**src/hw/hub_route_pkg.sv**
```systemverilog
package hub_route_pkg;

    localparam int NPORTS = 4;
    localparam int PIDX_W = 2;

    // period window and nominal values in bit times
    localparam logic [15:0] HS_PERIOD_MIN = 16'hEA00;
    localparam logic [15:0] HS_PERIOD_MAX = 16'hEAC0;
    localparam logic [15:0] HS_PERIOD_NOM = 16'hEA60;
    localparam logic [15:0] FS_PERIOD_MIN = 16'h2EB6;
    localparam logic [15:0] FS_PERIOD_MAX = 16'h2F0A;
    localparam logic [15:0] FS_PERIOD_NOM = 16'h2EE0;
    // rollover test points of the running counter
    localparam logic [15:0] HS_ROLL = 16'hFFFF;
    localparam logic [15:0] FS_ROLL = 16'h3FFF;

    // hub controller reply timeout, in bit times
    localparam logic [15:0] CTRL_TIMEOUT_BITS = 16'h0012;

    typedef enum logic [3:0] {
        ST_IDLE   = 4'h1,
        ST_UPSTR  = 4'h2,
        ST_BCAST  = 4'h4,
        ST_RESUME = 4'h8
    } conn_state_e;

endpackage

```
**src/hw/hub_route_top.sv**
```systemverilog
`timescale 1ns/1ps
module hub_route_top (
    input wire logic clk,
    input wire logic rst_n,
    input wire logic bus_reset,
    input wire logic resume_done,
    input wire logic up_hs_conn,
    input wire logic bit_tick,
    input wire logic sof_det,
    input wire logic hub_suspended,
    input wire logic up_sop,
    input wire logic up_eop,
    input wire logic up_resume,
    input wire logic [hub_route_pkg::NPORTS-1:0] dn_connected,
    input wire logic [hub_route_pkg::NPORTS-1:0] dn_hs_dev,
    input wire logic [hub_route_pkg::NPORTS-1:0] dn_enabled,
    input wire logic [hub_route_pkg::NPORTS-1:0] dn_suspended,
    input wire logic [hub_route_pkg::NPORTS-1:0] dn_sop,
    input wire logic [hub_route_pkg::NPORTS-1:0] dn_eop,
    input wire logic [hub_route_pkg::NPORTS-1:0] dn_resume,
    input wire logic ctrl_wait,
    input wire logic ctrl_pkt_rx,
    output logic hs_mode_q,
    output logic hs_rpt_en_q,
    output logic fs_rpt_en_q,
    output logic tt_en_q,
    output logic [hub_route_pkg::NPORTS-1:0] route_tt_q,
    output logic [hub_route_pkg::NPORTS-1:0] route_rpt_q,
    output logic up_drive_q,
    output logic [hub_route_pkg::NPORTS-1:0] dn_drive_q,
    output logic up_rx_mode_q,
    output logic [hub_route_pkg::NPORTS-1:0] dn_rx_mode_q,
    output logic [3:0] conn_state_q,
    output logic [hub_route_pkg::PIDX_W-1:0] src_port_q,
    output logic frame_locked_q,
    output logic eof_q,
    output logic [hub_route_pkg::NPORTS-1:0] babble_q,
    output logic ctrl_timeout_q
);
    import hub_route_pkg::*;

    // ------------------------------------------------------------
    // helpers
    // ------------------------------------------------------------

    conn_state_e state_q;
    conn_state_e state_d;
    logic [NPORTS-1:0] live_mask;
    logic [NPORTS-1:0] rpt_live;
    logic [NPORTS-1:0] sop_hit;
    logic [NPORTS-1:0] rsm_src;
    logic [PIDX_W-1:0] sop_idx;
    logic [15:0] ctrl_cnt_q;
    logic ctrl_armed_q;
    logic resync;
    logic cut_babble;

    // lowest set bit of a port mask, used for source choice
    function automatic logic [PIDX_W-1:0] lowest_idx(input logic [NPORTS-1:0] m);
        lowest_idx = '0;
        for (int i = NPORTS - 1; i >= 0; i--) begin
            if (m[i]) begin
                lowest_idx = PIDX_W'(i);
            end
        end
    endfunction

    // ports that may carry signaling through the repeater
    function automatic logic [NPORTS-1:0] rpt_ports(
        input logic [NPORTS-1:0] live,
        input logic [NPORTS-1:0] rpt
    );
        rpt_ports = live & rpt;
    endfunction

    // enabled means enabled and not selectively suspended
    assign live_mask = dn_enabled & ~dn_suspended;
    assign rpt_live = rpt_ports(live_mask, route_rpt_q);
    assign sop_hit = dn_sop & rpt_live;
    assign sop_idx = lowest_idx(sop_hit);
    // resume may start from an enabled or a selectively suspended port
    assign rsm_src = dn_resume & dn_enabled;
    assign resync = bus_reset || resume_done;
    // babble cut only while repeating and the source is repeater-routed
    assign cut_babble = (state_q == ST_UPSTR) && eof_q
        && route_rpt_q[src_port_q] && !route_tt_q[src_port_q];

    // ------------------------------------------------------------
    // speed selection and routing
    // ------------------------------------------------------------

    // speed follows the upstream link; fs_rpt_en_q is off at high speed, hs_rpt_en_q and tt_en_q at full speed
    always_ff @(posedge clk) begin
        if (!rst_n) begin
            hs_mode_q <= 1'b0;
            hs_rpt_en_q <= 1'b0;
            fs_rpt_en_q <= 1'b1;
            tt_en_q <= 1'b0;
        end else begin
            hs_mode_q <= up_hs_conn;
            hs_rpt_en_q <= up_hs_conn;
            fs_rpt_en_q <= !up_hs_conn;
            tt_en_q <= up_hs_conn;
        end
    end

    // per-port routing; speed is taken from the live upstream link so
    // routing and mode change in the same cycle
    always_ff @(posedge clk) begin
        if (!rst_n) begin
            route_tt_q <= '0;
            route_rpt_q <= '0;
        end else if (up_hs_conn) begin
            route_tt_q <= dn_connected & ~dn_hs_dev;
            route_rpt_q <= dn_connected & dn_hs_dev;
        end else begin
            route_tt_q <= '0;
            route_rpt_q <= dn_connected;
        end
    end

    // ------------------------------------------------------------
    // connectivity state machine
    // ------------------------------------------------------------

    // upstream packets win a tie with downstream starts, since the
    // host owns the bus schedule
    always_comb begin
        state_d = state_q;
        case (state_q)
            ST_IDLE: begin
                if (hub_suspended) begin
                    if (up_resume || (rsm_src != '0)) begin
                        state_d = ST_RESUME;
                    end
                end else if (up_sop) begin
                    state_d = ST_BCAST;
                end else if (sop_hit != '0) begin
                    state_d = ST_UPSTR;
                end
            end
            ST_UPSTR: begin
                if (dn_eop[src_port_q] || cut_babble) begin
                    state_d = ST_IDLE;
                end
            end
            ST_BCAST: begin
                if (up_eop) begin
                    state_d = ST_IDLE;
                end
            end
            ST_RESUME: begin
                if (!up_resume && (rsm_src == '0)) begin
                    state_d = ST_IDLE;
                end
            end
            default: begin
                state_d = ST_IDLE;
            end
        endcase
    end

    always_ff @(posedge clk) begin
        if (!rst_n || bus_reset) begin
            state_q <= ST_IDLE;
        end else begin
            state_q <= state_d;
        end
    end

    // source port latched at the start of an upstream connection
    always_ff @(posedge clk) begin
        if (!rst_n) begin
            src_port_q <= '0;
        end else if (state_q == ST_IDLE && state_d == ST_UPSTR) begin
            src_port_q <= sop_idx;
        end
    end

    // ------------------------------------------------------------
    // drive enables
    // ------------------------------------------------------------

    // drive masks are recomputed every cycle so a port disabled mid
    // packet stops driving at once
    always_ff @(posedge clk) begin
        if (!rst_n || bus_reset) begin
            up_drive_q <= 1'b0;
            dn_drive_q <= '0;
        end else begin
            case (state_d)
                ST_UPSTR: begin
                    up_drive_q <= 1'b1;
                    dn_drive_q <= '0;
                end
                ST_BCAST: begin
                    up_drive_q <= 1'b0;
                    dn_drive_q <= rpt_live;
                end
                ST_RESUME: begin
                    up_drive_q <= (rsm_src != '0);
                    dn_drive_q <= live_mask;
                end
                default: begin
                    up_drive_q <= 1'b0;
                    dn_drive_q <= '0;
                end
            endcase
        end
    end

    // receive mode is the complement of drive on every port
    always_ff @(posedge clk) begin
        if (!rst_n || bus_reset) begin
            up_rx_mode_q <= 1'b1;
            dn_rx_mode_q <= '1;
        end else begin
            case (state_d)
                ST_UPSTR: begin
                    up_rx_mode_q <= 1'b0;
                    dn_rx_mode_q <= '1;
                end
                ST_BCAST: begin
                    up_rx_mode_q <= 1'b1;
                    dn_rx_mode_q <= ~rpt_live;
                end
                ST_RESUME: begin
                    up_rx_mode_q <= (rsm_src == '0);
                    dn_rx_mode_q <= ~live_mask;
                end
                default: begin
                    up_rx_mode_q <= 1'b1;
                    dn_rx_mode_q <= '1;
                end
            endcase
        end
    end

    // state bits brought out for observation
    always_ff @(posedge clk) begin
        if (!rst_n || bus_reset) begin
            conn_state_q <= ST_IDLE;
        end else begin
            conn_state_q <= state_d;
        end
    end

    // ------------------------------------------------------------
    // fault handling
    // ------------------------------------------------------------

    // babble flag per port: set at end of frame while still sending,
    // cleared when software disables the port; the set wins
    always_ff @(posedge clk) begin
        if (!rst_n || bus_reset) begin
            babble_q <= '0;
        end else begin
            for (int i = 0; i < NPORTS; i++) begin
                if (cut_babble && (src_port_q == PIDX_W'(i))) begin
                    babble_q[i] <= 1'b1;
                end else if (!dn_enabled[i]) begin
                    babble_q[i] <= 1'b0;
                end
            end
        end
    end

    // ------------------------------------------------------------
    // hub controller reply timeout
    // ------------------------------------------------------------

    // counts bit times while the controller waits; fires once, then
    // stays quiet until the wait is withdrawn, a packet arrives or the bus is reset
    always_ff @(posedge clk) begin
        if (!rst_n || bus_reset || !ctrl_wait || ctrl_pkt_rx) begin
            ctrl_cnt_q <= 16'h0000;
            ctrl_armed_q <= 1'b1;
            ctrl_timeout_q <= 1'b0;
        end else if (bit_tick && ctrl_armed_q) begin
            if (ctrl_cnt_q >= CTRL_TIMEOUT_BITS - 16'h0001) begin
                ctrl_timeout_q <= 1'b1;
                ctrl_armed_q <= 1'b0;
            end else begin
                ctrl_cnt_q <= ctrl_cnt_q + 16'h0001;
                ctrl_timeout_q <= 1'b0;
            end
        end else begin
            ctrl_timeout_q <= 1'b0;
        end
    end

    // ------------------------------------------------------------
    // frame timer
    // ------------------------------------------------------------

    frame_timer u_frame_timer (
        .clk(clk),
        .rst_n(rst_n),
        .resync(resync),
        .bit_tick(bit_tick),
        .sof_det(sof_det),
        .hs_mode(hs_mode_q),
        .locked_q(frame_locked_q),
        .eof_q(eof_q)
    );

endmodule // hub_route_top

```
**src/hw/frame_timer.sv**
```systemverilog
`timescale 1ns/1ps
module frame_timer (
    input wire logic clk,
    input wire logic rst_n,
    input wire logic resync,
    input wire logic bit_tick,
    input wire logic sof_det,
    input wire logic hs_mode,
    output logic locked_q,
    output logic eof_q
);
    import hub_route_pkg::*;

    logic [15:0] cur_q;
    logic [15:0] tmr_q;
    logic [15:0] next_q;
    logic rolled_q;
    logic good_sof;
    logic [15:0] roll_lim;

    // period window check, one place for both speeds
    function automatic logic in_window(input logic [15:0] v, input logic hs);
        if (hs) begin
            in_window = (v >= HS_PERIOD_MIN) && (v <= HS_PERIOD_MAX);
        end else begin
            in_window = (v >= FS_PERIOD_MIN) && (v <= FS_PERIOD_MAX);
        end
    endfunction

    assign roll_lim = hs_mode ? HS_ROLL : FS_ROLL;
    // an SOF only counts if it arrives inside the window after the previous one
    assign good_sof = sof_det && !rolled_q && in_window(cur_q, hs_mode);

    // running up counter; starts rolled so the first SOF only arms it
    always_ff @(posedge clk) begin
        if (!rst_n || resync) begin
            cur_q <= 16'h0000;
            rolled_q <= 1'b1;
        end else if (sof_det) begin
            cur_q <= 16'h0000;
            rolled_q <= 1'b0;
        end else if (bit_tick && !rolled_q) begin
            if (cur_q >= roll_lim) begin
                rolled_q <= 1'b1;
            end else begin
                cur_q <= cur_q + 16'h0001;
            end
        end
    end

    // down counter and period register; a missed SOF reuses the old period
    always_ff @(posedge clk) begin
        if (!rst_n || resync) begin
            tmr_q <= 16'h0000;
            next_q <= 16'h0000;
        end else if (good_sof) begin
            tmr_q <= cur_q;
            next_q <= cur_q;
        end else if (sof_det && locked_q) begin
            tmr_q <= next_q;
        end else if (bit_tick && locked_q) begin
            if (tmr_q == 16'h0000) begin
                tmr_q <= next_q;
            end else begin
                tmr_q <= tmr_q - 16'h0001;
            end
        end
    end

    // lock flag: set by two consecutive SOFs, kept through missed ones
    always_ff @(posedge clk) begin
        if (!rst_n || resync) begin
            locked_q <= 1'b0;
        end else if (good_sof) begin
            locked_q <= 1'b1;
        end
    end

    // one-cycle end-of-frame mark when the down counter hits zero
    always_ff @(posedge clk) begin
        if (!rst_n || resync) begin
            eof_q <= 1'b0;
        end else begin
            eof_q <= bit_tick && locked_q && (tmr_q == 16'h0000);
        end
    end

endmodule // frame_timer

```
**config.mk**
```make
export PLATFORM = sky130hd
export DESIGN_NAME = hub_route_top
export DESIGN_NICKNAME = d
export VERILOG_FILES = /design/src/hw/hub_route_pkg.sv /design/src/hw/hub_route_top.sv /design/src/hw/frame_timer.sv
export SDC_FILE = /design/constraint.sdc
export NUM_CORES = 1
export LEC_CHECK = 0
export ABC_CLOCK_PERIOD_IN_PS = 2190
export BUFFER_PORTS_ARGS = -buffer_cell sky130_fd_sc_hd__buf_2
export CORE_UTILIZATION = 35
export CTS_CLUSTER_DIAMETER = 50
export DETAILED_ROUTE_END_ITERATION = 6
export GPL_TIMING_DRIVEN = 0
export PLACE_DENSITY = 0.62
export SLEW_MARGIN = 20
export SYNTH_ARGS = -nofsm -noshare
export SYNTH_HDL_FRONTEND = slang
export SYNTH_HIERARCHICAL = 1
export SYNTH_SLANG_ARGS = --single-unit
```
**constraint.sdc**
```tcl
create_clock -name clk -period 2.19 [get_ports clk]
set_clock_uncertainty 0.15 [all_clocks]
set_input_delay 0.219 -clock clk [delete_from_list [all_inputs] [get_ports clk]]
set_output_delay 0.219 -clock clk [all_outputs]
set_load 0.05 [all_outputs]
```
# After elaboration in Yosys (flattened, before gate mapping)
# Cells that the tools add are included.
# op_classes
n_eq_ne	14
mux	41
reduce_logical	46
n_div	0
magnitude_cmp	7
shift	0
n_addsub	3
mul	0
bitwise_logic	13
# op_table
operator	count
$mux 16	5
$add 16x1->16 const B	2
$mux 4	8
$and 4x4->4	6
$logic_and 1x1->1	18
$ge 16x14->1 const B	1
$ge 16x16->1	1
$ge 16x16->1 const B	1
$ge 16x5->1 const B	1
$le 16x14->1 const B	1
$le 16x16->1 const B	1
$logic_not 16->1	1
$mux 1	16
$not 4->4	4
$pmux 4 s2	2
$pmux 4 s4	1
$sub 16x1->16 const B	1
$reduce_and 2->1	5
$eq 4x2->1 const B	2
$eq 4x3->1 const B	2
$eq 4x4->1 const B	2
$mux 2	4
$ne 2x1->1 const B	4
$reduce_bool 4->1	2
other kinds (14)	33
# word_totals
latch_bits	0
ff_bits	99
romBits	0
ram_bits	0
elab_cells	147
out_inout_bits	35
mem_count	0
in_bits	41

# Logic depth before layout (Yosys ltp)
# Gate-level depths: netlist of run 1.
# depth
depth_word	11
mapped_depth	10
depth_no_buf	8

# Cells and area by module
# The synthesis of run 1 kept the hierarchy.
# by_module_without_submodules
module	cells_per_inst	area_per_inst_um2	seq_area_each_um2	n_inst
frame_timer	358	2930.3	1021.0	1
hub_route_top	204	2003.2	960.9	1

# Worst setup path after synthesis of run 1
# Ideal clock, no wire load.
# synth_path
kind	reg2reg
startpoint	register, netlist name tt_en_q
endpoint	register u_frame_timer.cur_q[10]
setup_time_ns	0.128
path_buffers	0
path_stages_with_launch	9
period_less_slack_ns	2.487
slack_ns	-0.297
required_ns	1.912
t_arrival_ns	2.209
cell_sequence	dfxtp_1 inv_1 ha_1 nor3b_2 nand3_1 a2111oi_2 nand3_1 xnor2_1 nor2_1
# synth_lines
item	line	text
to (signal assigned)	frame_timer.sv:46	cur_q <= cur_q + 16'h0001;
to (decl)	frame_timer.sv:14	logic [15:0] cur_q;

# Worst setup path in the final report of run 1
# layout_path
startpoint	register u_frame_timer.tmr_q[0]
endpoint	register u_frame_timer.tmr_q[9]
# layout_via
elab_chain_len	5
word_cells_on_any_way	6
classes_between	add/sub (1); mux (4); reduce/logical (1)
# layout_rtl
item	line	text
from (decl)	frame_timer.sv:15	logic [15:0] tmr_q;
from (signal assigned)	frame_timer.sv:57	tmr_q <= cur_q;
from (signal assigned)	frame_timer.sv:60	tmr_q <= next_q;
from (signal assigned)	frame_timer.sv:63	tmr_q <= next_q;
$sub 16x1->16 or $logic_not 16->1 (tied branches)	frame_timer.sv:65, frame_timer.sv:62	
$mux 16 (*)	frame_timer.sv:62	if (tmr_q == 16'h0000) begin
$mux 16 (*)	frame_timer.sv:61	end else if (bit_tick && locked_q) begin
$mux 16 (*)	frame_timer.sv:59	end else if (sof_det && locked_q) begin
$mux 16 (*)	frame_timer.sv:56	end else if (good_sof) begin
# Every way passes the cells marked *; elsewhere a longest branch is shown, timed or not. The select of a mux whose other input is x is not followed.
# A chain may end at the register's enable or synchronous reset.

==> run summary, run 1 <==
Status - completed
R2r worst-path depth - 10
CP cell instances - inv_1 > ha_2 > nor3b_2 > and4b_1 > buf_6 > a21o_4 > buf_6 > nor4_1 > a221oi_2 > a21oi_1
Rows - 43
Fill cells - 1230
Final WL - 14.2 mm
Fin area - 6760 µm²
Final Max Tran Viols - 0
Layout cells sized above 1 - 34.4%
DP Area - 5550 µm²
RSZ-0062 raised after global routing - yes
Core area - 13800 µm²
Fmax - 0.459 GHz
Number of diodes - 0
Crit path kind - register to register
Overall Global Routing Usage - 18.8%
DR vias/cell - 5.52
Finish-stage setup viols - 0
Worst vdd ir - 0.415 mV
Largest net degree at the start of global routing - 16
First-pass GRT wire length - 21.6 mm
Vias in the first global route - 4438
Dpl hpwl - 9.43 mm
Worst path arrival time - 2300 ps
Clock transition at the registers of the reported paths - 70 ps
Total power - 3.79 mW
CP startpoint kind - register
Remaining antenna violation count - 0
Syn_nets - 612
Skew-Pair Late Insertion Delay - 340 ps
Grt total ovfl - 0
Top_reg_cell synth - dfxtp_1
Drt wl/cell - 16.1 µm
Initial core utilization - 35.7%
DR DRC count - 0
Flops & latches, synth - 99
Clk buf depth - 2
Port Buf Inserts - 75
CP max-delay cell - nor4_1
Worst slew margin - 46.9%
DRT iter0 DRCs - 391
Critical Path Sink Type - register
Pwr dens - 560 nW/µm²
IO Count - 76
Worst Path Required - 2310 ps
Synth Instances - 562
CTS Buf Count - 9
Via count - 4882
Async SR Flop Fraction - 0%
Fin crit period - 2180 ps
Layout Nets - 749
Worst slew pin tran - 797 ps
Crit share post-route - 99.4%
Worst hold path type - input pin to register
Clk sink count - 99
Pleak - 2.63 nW
Worst path max stage delay - 340 ps
CTS tree - yes
Die W - 121 µm
Die Span Y - 121 µm
Area Overhead vs Synth - 37.1%
Max-cap violations - 0
Final Hold Fails - 0
YS warnings - 6
Cell with the most instances on the worst path - buf_6
Mapped Avg Cell Area - 8.78 µm²
Sequential area share after synthesis - 40.2%
DRT Pass-1 Iters - 6
Root Driver - clkbuf_16
Total die area - 14600 µm²
Fin util - 48.9%
Distinct cells, synth - 88
Routability congestion estimate - 0.901
Initial antenna violation count - 0
Mapped Area - 4930 µm²
Post-synth EDFFs - 0
CP max FO - 5
CTS H-tree depth - 3
Hold path cells - 2
-- metal layers --
layer  vias to the layer above  track usage [%]  part of all wire (%)
li1                       2354                -                     -
met1                      2348             23.3                    44
met2                       151             31.7                    49
met3                        29             4.53                   5.2
met4                         0             6.79                   2.0
met5                         -                0                     0
-- cell type report --
type	instances	area, µm²	area share (%)
Inverter	24	90.1	1.33
Timing Repair Buffer	130	878	13.0
Multi-Input combinational cell	414	3090	45.7
Sequential cell	99	2020	29.8
Tap cell	180	225	3.33
Buffer	21	149	2.20
Clock buffer	13	270	4.00
Clock inverter	3	43.8	0.648
-- sequential cells by signal, summed over array words and instances, names as in the netlist, 2 cells and up --
| signal | flops |
|---|---|
| route_rpt_q | 4 |
| conn_state_q | 4 |
| babble_q | 4 |
| src_port_q | 2 |
| u_frame_timer/tmr_q | 16 |
| u_frame_timer/next_q | 16 |
| route_tt_q | 4 |
| u_frame_timer/cur_q | 16 |
| dn_rx_mode_q | 4 |
| dn_drive_q | 4 |
| ctrl_cnt_q | 16 |
-- cell usage in the layout (no fill, tap or decap), types with 5 or more instances in the layout --
master,instances
or3_1,8
nor2_2,5
dfxtp_4,6
o211a_1,5
nor3_1,16
nand3_1,15
o21ai_0,17
o211ai_1,7
nand2_1,43
nand4_1,8
a31oi_1,6
dlygate4sd3_1,16
inv_1,24
o21ai_2,5
buf_2,76
dfxtp_1,82
clkbuf_1,11
xor2_1,8
and2_1,15
o21a_1,5
nor2_1,51
dfxtp_2,11
nor4_1,9
a21oi_1,30
buf_4,34
o31ai_2,6
nand2b_1,8
nor3b_1,6
ha_1,6
clkbuf_16,10
xnor2_1,5
nand3b_1,5
buf_6,9
-- synthesized netlist by cell type, drive strengths merged (10+ instances only) --
cell type | count | share of area (%)
dfxtp | 99 | 40
nor2 | 56 | 4.3
nand2 | 45 | 3.5
a21oi | 33 | 3.5
o21ai | 26 | 2.7
inv | 24 | 1.8
nand3 | 22 | 2.2
nor3 | 22 | 2.5
and2 | 17 | 2.2
nor4 | 14 | 2.2
clkbuf | 13 | 0.99
buf | 12 | 1.9
nor3b | 10 | 1.7
or3 | 10 | 1.4
-- per-stage QoR --
step | setup WS (ps) | std cells | hold slack (ps) | setup TNS [ps]
5_1_grt | -75.1 | 884 | 33.5 | -735
2_1_floorplan | 18.3 | 562 | 145 | 0
3_3_place_gp | -432 | 817 | 247 | -10170
4_1_cts | 5.68 | 862 | 3.02 | 0
6_report | 12.8 | 884 | 23.3 | 0
3_5_place_dp | -501 | 817 | 253 | -12540
-- logic make-up after synthesis --
| kind of cell | share of synthesized area (%) |
|---|---|
| buffers and inverters | 4.72 |
| flip-flops | 40.2 |
| AO/OA/AOI/OAI | 21.8 |
| multiplexers | 0.456 |
| XOR/XNOR | 2.31 |
| AND/OR/NAND/NOR | 28.3 |
| adder cells (fa/ha/maj) | 2.28 |
-- report_power, final --
group / leakage [nW] / total, mW / switching [mW] / internal (mW)
sequential: 0.810 / 1.83 / 0.0194 / 1.81
clock: 0.152 / 1.67 / 0.684 / 0.981
combinational: 1.67 / 0.293 / 0.182 / 0.111
total: 2.63 / 3.79 / 0.886 / 2.90
-- critical path: cells and delay by family (launching register included) --
kind	cells	cell delay [ps]
AO/OA/AOI/OAI	3	420
adder cells (fa/ha/maj)	1	180
buffers and inverters	3	320
flip-flops	1	330
AND/OR/NAND/NOR	3	690
-- worst paths after layout --
path         slack [ps]                    start                 endpoint
min                  20                    rst_n              fs_rpt_en_q
min reg2reg         300  u_frame_timer/next_q[7]  u_frame_timer/next_q[7]
max reg2reg          10   u_frame_timer/tmr_q[0]   u_frame_timer/tmr_q[9]
max                  10   u_frame_timer/tmr_q[0]   u_frame_timer/tmr_q[9]
-- repair_timing --
action                     CTS  global route
pin swaps                    9            26
setup endpoints to repair   43            55
gates cloned                 2             1
gates resized for setup     32            71
hold endpoints to repair     9             1
buffers inserted            16            20
hold buffers                15             1
(Power assumes the default switching activity.)
==> inputs of run 2 (changes only) <==
--- a/config.mk
+++ b/config.mk
@@ -5,13 +5,15 @@
 export SDC_FILE = /design/constraint.sdc
 export NUM_CORES = 1
 export LEC_CHECK = 0
+export ABC_AREA = 1
 export ABC_CLOCK_PERIOD_IN_PS = 2190
 export BUFFER_PORTS_ARGS = -buffer_cell sky130_fd_sc_hd__buf_2
+export CORE_ASPECT_RATIO = 1.5
 export CORE_UTILIZATION = 35
 export CTS_CLUSTER_DIAMETER = 50
 export DETAILED_ROUTE_END_ITERATION = 6
 export GPL_TIMING_DRIVEN = 0
-export PLACE_DENSITY = 0.62
+export PLACE_DENSITY = 0.61
 export SLEW_MARGIN = 20
 export SYNTH_ARGS = -nofsm -noshare
 export SYNTH_HDL_FRONTEND = slang
==> run 2 against run 1 <==
Effect of this change:
- fmax up 4.7%
- combinational power increased by 19%
- non-clock buffer count decreased by 31
- clock power is 4% lower
- synthesized cell count up 48%
- setup slack improved by 97 ps
- utilization is 5.0 points lower
- critical endpoint is now u_frame_timer/cur_q[13]
- largest power group unchanged
==> run summary, run 2 <==
Layout cells sized above 1 - 16.7% (-18 points)
Non-filler cells, final - 1143 (+29%)
Final Max Tran Viols - 0 (unchanged)
Clk buf depth - 2 (unchanged)
Overall Global Routing Usage - 19.3% (+0.44 points)
Syn_nets - 881 (+44%)
Fin area - 6580 µm² (-2.7%)
Initial core utilization - 35.7% (about the same)
DRT Pass-1 Iters - 5 (-1)
CP startpoint kind - register
Sequential area share after synthesis - 37.0% (-3.1 points)
CP max FO - 10 (+5)
Area Overhead vs Synth - 23.0%
Sw Pwr - 1.04 mW (+17%)
CTS tree - yes
DRT iter0 DRCs - 251 (-36%)
Fin crit period - 2080 ps (-97.5 ps)
Initial antenna violation count - 0 (unchanged)
Total power - 3.79 mW (about the same)
Root Driver - clkbuf_16
Total die area - 15800 µm² (+8.4%)
Port Buf Inserts - 74 (-1.3%)
Skew-Pair Late Insertion Delay - 360 ps (+20 ps)
CP cell instances - ha_2 > nand3_2 > nor3_4 > nand3_1 > nand2_1 > inv_1 > nand2_4 > inv_2 > buf_4 > o21ai_0 > a21oi_1
Dpl hpwl - 11.2 mm (+19%)
Part of the power in registers - 48.3% (about the same)
Largest net degree at the start of global routing - 21 (+5)
Fill cells - 1605 (+30%)
Worst Path Required - 2280 ps (-30 ps)
Hold Slack - 25.0 ps (+1.75 ps)
Internal Power - 2.75 mW (-5.3%)
Drt wl/cell - 13.0 µm (-20%)
Post-synth top cells - nand2_1, nor2_1, dfxtp_1
Finish-stage setup viols - 0 (unchanged)
Pleak - 3.14 nW (+19%)
DR vias/cell - 4.70 (-15%)
Crit share post-route - 95.0% (-4.5 points)
Status - completed
Setup WS post-layout - 110 ps (+97.5 ps)
Switching part of the total - 27.5% (+4.1 points)
Pwr dens - 576 nW/µm² (+2.8%)
Remaining antenna violation count - 0 (unchanged)
Clock transition at the registers of the reported paths - 80 ps (about the same)
Die W - 103 µm (-15%)
CP max-delay cell - dfxtp_2
Worst path max stage delay - 400 ps (+60 ps)
Share of the synthesized area in the top cell type - 37.0% (-3.1 points)
Worst hold path type - input pin to register
Clk sink count - 99 (unchanged)
Worst vdd ir - 0.303 mV (-27%)
CTS Buf Count - 9 (unchanged)
Distinct cells, synth - 38 (-57%)
Via count - 5368 (+10%)
Top-count cell post-synth - nand2_1
Core area - 15000 µm² (+8.5%)
Fin util - 43.9% (-5.0 points)
Final WL - 14.8 mm (+4.0%)
DR DRC count - 0 (unchanged)
Pre-CTS WS - -360 ps (+142 ps)
Worst slew pin tran - 598 ps (-200 ps)
Commonest non-fill, non-tap cell in the layout - nand2_1
Final Hold Fails - 0 (unchanged)
Worst slew margin - 60.2% (+13 points)
DP Area - 5970 µm² (+7.6%)
Number of diodes - 0 (unchanged)
Routability congestion estimate - 0.904 (+0.34%)
IO Count - 76 (unchanged)
Post-synth top area cell - dfxtp_1
Vias in the first global route - 4994 (+13%)
Post-synth EDFFs - 0 (unchanged)
Grt total ovfl - 0 (unchanged)
Async SR Flop Fraction - 0% (unchanged)
Crit path kind - register to register
Die Span Y - 153 µm (+27%)
Fmax - 0.481 GHz (+4.7%)
Mapped Avg Cell Area - 6.44 µm² (-27%)
Flops & latches, synth - 99 (unchanged)
Rows - 55 (+28%)
RSZ-0062 raised after global routing - yes
Ranking of synthesized cells by area - dfxtp_1, nand2_1, nor2_1, inv_1, nand3_1
Most frequent cells in the layout - nand2_1, nor2_1, dfxtp_1
Top_reg_cell synth - dfxtp_1
YS warnings - 6 (unchanged)
Layout Nets - 989 (+32%)
Clock power frac - 42.5% (-1.5 points)
Synth Instances - 831 (+48%)
Share of total power in combinational logic - 9.2% (+1.5 points)
Mapped Area - 5350 µm² (+8.5%)
Worst path arrival time - 2170 ps (-130 ps)
Critical Path Sink Type - register
Setup TNS - 0 ps (unchanged)
CTS H-tree depth - 3 (unchanged)
Dpl cells - 1104 (+35%)
Max-cap violations - 0 (unchanged)
First-pass GRT wire length - 23.3 mm (+7.9%)
-- run 2: cell types whose count changed in the layout (fill, tap and decap cells not counted), moves of 8 or more --
cell,delta
a21oi_1,+23
dfxtp_1,+13
buf_4,-27
nand3_1,+50
nor2_1,+71
inv_1,+67
dfxtp_2,-9
nand2b_1,-8
and2_1,-15
nand2_1,+202
or3_1,-8
nor3_1,-9
inv_2,+11
-- run 2: what timing repair did --
item / CTS / global route
setup endpoints to repair: 13 / 27
setup buffers: 1 / 2
endpoints found under the hold margin: 16 / 0
gates cloned: 0 / 1
pin swaps: 1 / 3
gates resized for setup: 6 / 20
hold buffers: 19 / 0
-- run 2: worst paths after layout --
path / start / to / slack [ps] / cells after the start
setup / recovery: u_frame_timer/cur_q[1] / u_frame_timer/cur_q[13] / 110 / 11
setup reg to reg: u_frame_timer/cur_q[1] / u_frame_timer/cur_q[13] / 110 / 11
hold / removal: dn_suspended[0] / dn_rx_mode_q[0] / 30 / 5
hold reg to reg: ctrl_cnt_q[14] / ctrl_cnt_q[14] / 290 / 2
-- run 2: power by group through the flow --
stage | sequential [mW] | combinational (mW) | clock (mW)
floorplan | 1.93 | 0.153 | 0
global placement | 1.87 | 0.318 | 0
detailed placement | 1.87 | 0.317 | 0
global route | 1.83 | 0.385 | 1.76
finish | 1.83 | 0.348 | 1.61
CTS | 1.83 | 0.343 | 1.67
-- run 2: cells by family (layout without fill, tap and decap cells) --
group,after synthesis,in the layout,synth area share [%]
buffers and inverters,134,246,10.8
xor gates and xnor gates,12,12,1.96
AOI/OAI and AO/OA,85,85,8.70
adders and majority gates,9,9,2.10
and+or+nand+nor,492,493,39.4
DFF,99,99,37.0
-- run 2: layer usage --
| layer | part of all wire, % | global-route usage, % | up-vias |
|---|---|---|---|
| met2 | 53 | 37.0 | 144 |
| met1 | 39 | 19.1 | 2360 |
| met3 | 4.5 | 2.93 | 32 |
| met4 | 3.4 | 10.1 | 0 |
| met5 | 0 | 0 | - |
| li1 | - | - | 2832 |
-- run 2: worst max-delay path: cells and delay by family, from the launching register on --
kind                     cells  cell delay (ps)
AND/OR/NAND/NOR              5              680
flip-flops                   1              400
buffers and inverters        3              330
adder cells (fa/ha/maj)      1              220
AO/OA/AOI/OAI                2              190
-- run 2: area by class of cell --
type / instances / area, µm² / share of cell area [%]
Sequential cell: 99 / 1990 / 30.3
Tap cell: 199 / 249 / 3.78
Timing Repair Buffer: 96 / 583 / 8.86
Multi-Input combinational cell: 599 / 2850 / 43.3
Clock inverter: 7 / 78.8 / 1.20
Buffer: 24 / 190 / 2.89
Inverter: 110 / 417 / 6.33
Clock buffer: 9 / 225 / 3.42
==> inputs of run 3 (changes only) <==
--- a/config.mk
+++ b/config.mk
@@ -5,7 +5,6 @@
 export SDC_FILE = /design/constraint.sdc
 export NUM_CORES = 1
 export LEC_CHECK = 0
-export ABC_AREA = 1
 export ABC_CLOCK_PERIOD_IN_PS = 2190
 export BUFFER_PORTS_ARGS = -buffer_cell sky130_fd_sc_hd__buf_2
 export CORE_ASPECT_RATIO = 1.5
@@ -13,7 +12,7 @@
 export CTS_CLUSTER_DIAMETER = 50
 export DETAILED_ROUTE_END_ITERATION = 6
 export GPL_TIMING_DRIVEN = 0
-export PLACE_DENSITY = 0.61
+export PLACE_DENSITY = 0.62
 export SLEW_MARGIN = 20
 export SYNTH_ARGS = -nofsm -noshare
 export SYNTH_HDL_FRONTEND = slang
==> run 3 against run 2 <==
Effect of this change:
- the run now ends with negative setup slack left
- count of clock-buffer cells in the layout increased by 2
- largest power group unchanged
- critical path depth decreased by 3
- clock power down 7%
- final area fell by 1.2%
==> run summary, run 3 (synthesis results as in run 1) <==
CP max-delay cell - or3_4
Worst Path Required - 2240 ps (-40 ps)
Pwr dens - 555 nW/µm² (-3.5%)
Final WL - 14.2 mm (-4.1%)
RSZ-0062 raised after global routing - yes
Clk sink count - 99 (unchanged)
Fmax - 0.455 GHz (-5.3%)
R2r worst-path depth - 8 (-3)
Worst path arrival time - 2250 ps (+80 ps)
CTS Buf Count - 9 (unchanged)
Drt wl/cell - 16.6 µm (+28%)
Status - finished with violations
Pleak - 2.56 nW (-19%)
Die Span Y - 147 µm (-3.9%)
Setup TNS - -6.86 ps (-6.86 ps)
Die W - 98.9 µm (-3.9%)
DR DRC count - 0 (unchanged)
Clock transition at the registers of the reported paths - 70 ps (about the same)
Number of diodes - 0 (unchanged)
CP cell instances - or3_4 > and4b_1 > buf_6 > a21o_4 > buf_8 > o21ai_2 > a221oi_2 > a21oi_1
Finish-stage setup viols - 1 (+1)
Final Max Tran Viols - 0 (unchanged)
Largest net degree at the start of global routing - 17 (-19%)
Worst path max stage delay - 400 ps (about the same)
Crit share post-route - 100% (+5.3 points)
Commonest non-fill, non-tap cell in the layout - dfxtp_1
Layout Nets - 737 (-25%)
Initial antenna violation count - 0 (unchanged)
Grt total ovfl - 0 (unchanged)
Overall Global Routing Usage - 19.2% (-0.095 points)
Fill cells - 1245 (-22%)
Crit path kind - register to register
Hold path cells - 3 (-2)
Cell family with most CP delay - simple AND/OR/NAND/NOR gates
Via count - 4871 (-9.3%)
Worst R2R Setup Slack - -7 ps (-120 ps)
Layout cells sized above 1 - 31.8% (+15 points)
Hold endpoint - route_tt_q[3]
Area Overhead vs Synth - 31.8%
Fin area - 6500 µm² (-1.2%)
Worst slew pin tran - 737 ps (+139 ps)
Clk buf depth - 2 (unchanged)
Routability congestion estimate - 0.939 (+3.9%)
Hold_sp - dn_hs_dev[3]
Worst vdd ir - 0.341 mV (+13%)
Sequential cell area - 2010 µm² (+0.75%)
Final Hold Fails - 0 (unchanged)
DRT Pass-1 Iters - 5 (unchanged)
Area of the multi-input gates - 3000 µm² (+5.4%)
DP Area - 5530 µm² (-7.4%)
Reg-to-reg endpoint - u_frame_timer/tmr_q[9]
Worst hold path type - input pin to register
DRT iter0 DRCs - 308 (+23%)
DR vias/cell - 5.70 (+21%)
Root Driver - clkbuf_16
R2R Path Start - u_frame_timer/tmr_q[11]
Fin crit period - 2200 ps (+117 ps)
Rows - 52 (-5.5%)
CP startpoint kind - register
Buf+Inv Stages, Crit Path - 2 (-1)
Critical Path Sink Type - register
Core area - 13600 µm² (-9.4%)
CTS H-tree depth - 3 (unchanged)
Worst slew margin - 50.9% (-9.3 points)
Skew-Pair Late Insertion Delay - 350 ps (about the same)
Failing checks - negative setup slack
Total die area - 14600 µm² (-7.7%)
Vias in the first global route - 4664 (-6.6%)
CP max FO - 10 (unchanged)
Max-cap violations - 0 (unchanged)
Initial core utilization - 36.3% (+0.60 points)
First-pass GRT wire length - 22.1 mm (-5.2%)
Most frequent cells in the layout - dfxtp_1, buf_2, nor2_1
Port Buf Inserts - 75 (+1.4%)
CTS tree - yes
Dpl hpwl - 9.79 mm (-13%)
Remaining antenna violation count - 0 (unchanged)
Setup WS post-layout - -6.86 ps (-117 ps)
IO Count - 76 (unchanged)
-- run 3: cell types whose count changed in the layout (fill, tap and decap cells not counted), sizes merged, moves of 17 or more --
cell   previous run  this run
a21oi            55        33
and2              0        17
buf              92       112
inv             107        26
nand2           253        45
nand3            72        22
nor2            129        56
-- run 3: how the worst max path moves through the flow --
stage                       startpoint                endpoint  slack (ps)  cells after the start
6_report       u_frame_timer/tmr_q[11]  u_frame_timer/tmr_q[9]          -7                      8
3_3_place_gp    u_frame_timer/tmr_q[0]  u_frame_timer/tmr_q[9]        -430                      9
5_1_grt         u_frame_timer/tmr_q[0]  u_frame_timer/tmr_q[9]         -80                     10
2_1_floorplan           route_rpt_q[1]         dn_rx_mode_q[1]          20                      5
3_5_place_dp    u_frame_timer/tmr_q[0]  u_frame_timer/tmr_q[9]        -440                      9
4_1_cts        u_frame_timer/tmr_q[10]  u_frame_timer/tmr_q[9]         -30                      8
-- run 3: metal layers --
metal | GRT usage (%) | vias up | part of all wire, %
li1 | - | 2327 | -
met1 | 20.5 | 2304 | 39
met2 | 35.5 | 192 | 53
met3 | 2.98 | 48 | 4.6
met4 | 10.7 | 0 | 3.6
met5 | 0 | - | 0
-- run 3: timing repair --
| action | in CTS | in global routing |
|---|---|---|
| buffers inserted | 17 | 11 |
| endpoints found under the setup margin | 39 | 54 |
| gates resized for setup | 39 | 50 |
| pin swaps | 10 | 15 |
| endpoints found under the hold margin | 9 | 0 |
| cloned | 1 | 2 |
| hold buffers | 13 | 0 |
-- run 3: worst register-to-register path: stages (launching register included) --
cell	delay, ps
dfxtp_2	350
or3_4	400
and4b_1	280
buf_6	150
a21o_4	160
buf_8	150
o21ai_2	80
a221oi_2	250
a21oi_1	110
-- run 3: layout make-up --
type | instances | share of cell area [%]
clock inverter | 5 | 0.539
multi-input combinational | 415 | 46.1
clock buffer | 11 | 3.73
sequential | 99 | 30.9
inverter | 24 | 1.39
tap | 162 | 3.12
buffer | 20 | 2.25
timing repair buffer | 118 | 12.0
-- run 3: metrics by stage --
step | utilization (%) | hold slack [ps] | instances | total power [mW] | setup slack, ps
after floorplan | - | 145 | 562 | 2.04 | 18.3
after CTS | 45.7 | 21.0 | 842 | 3.64 | -27.3
after global placement | 40.7 | 247 | 799 | 2.14 | -426
after detailed placement | 40.7 | 256 | 799 | 2.14 | -445
final | 47.8 | 24.6 | 854 | 3.61 | -6.86
after global routing | 47.8 | 28.2 | 854 | 3.74 | -78.8
-- run 3: report_power, final --
| group | switching [mW] | internal [mW] |
|---|---|---|
| registers | 0.0185 | 1.82 |
| clock network | 0.684 | 0.804 |
| logic | 0.182 | 0.107 |
| total | 0.884 | 2.73 |
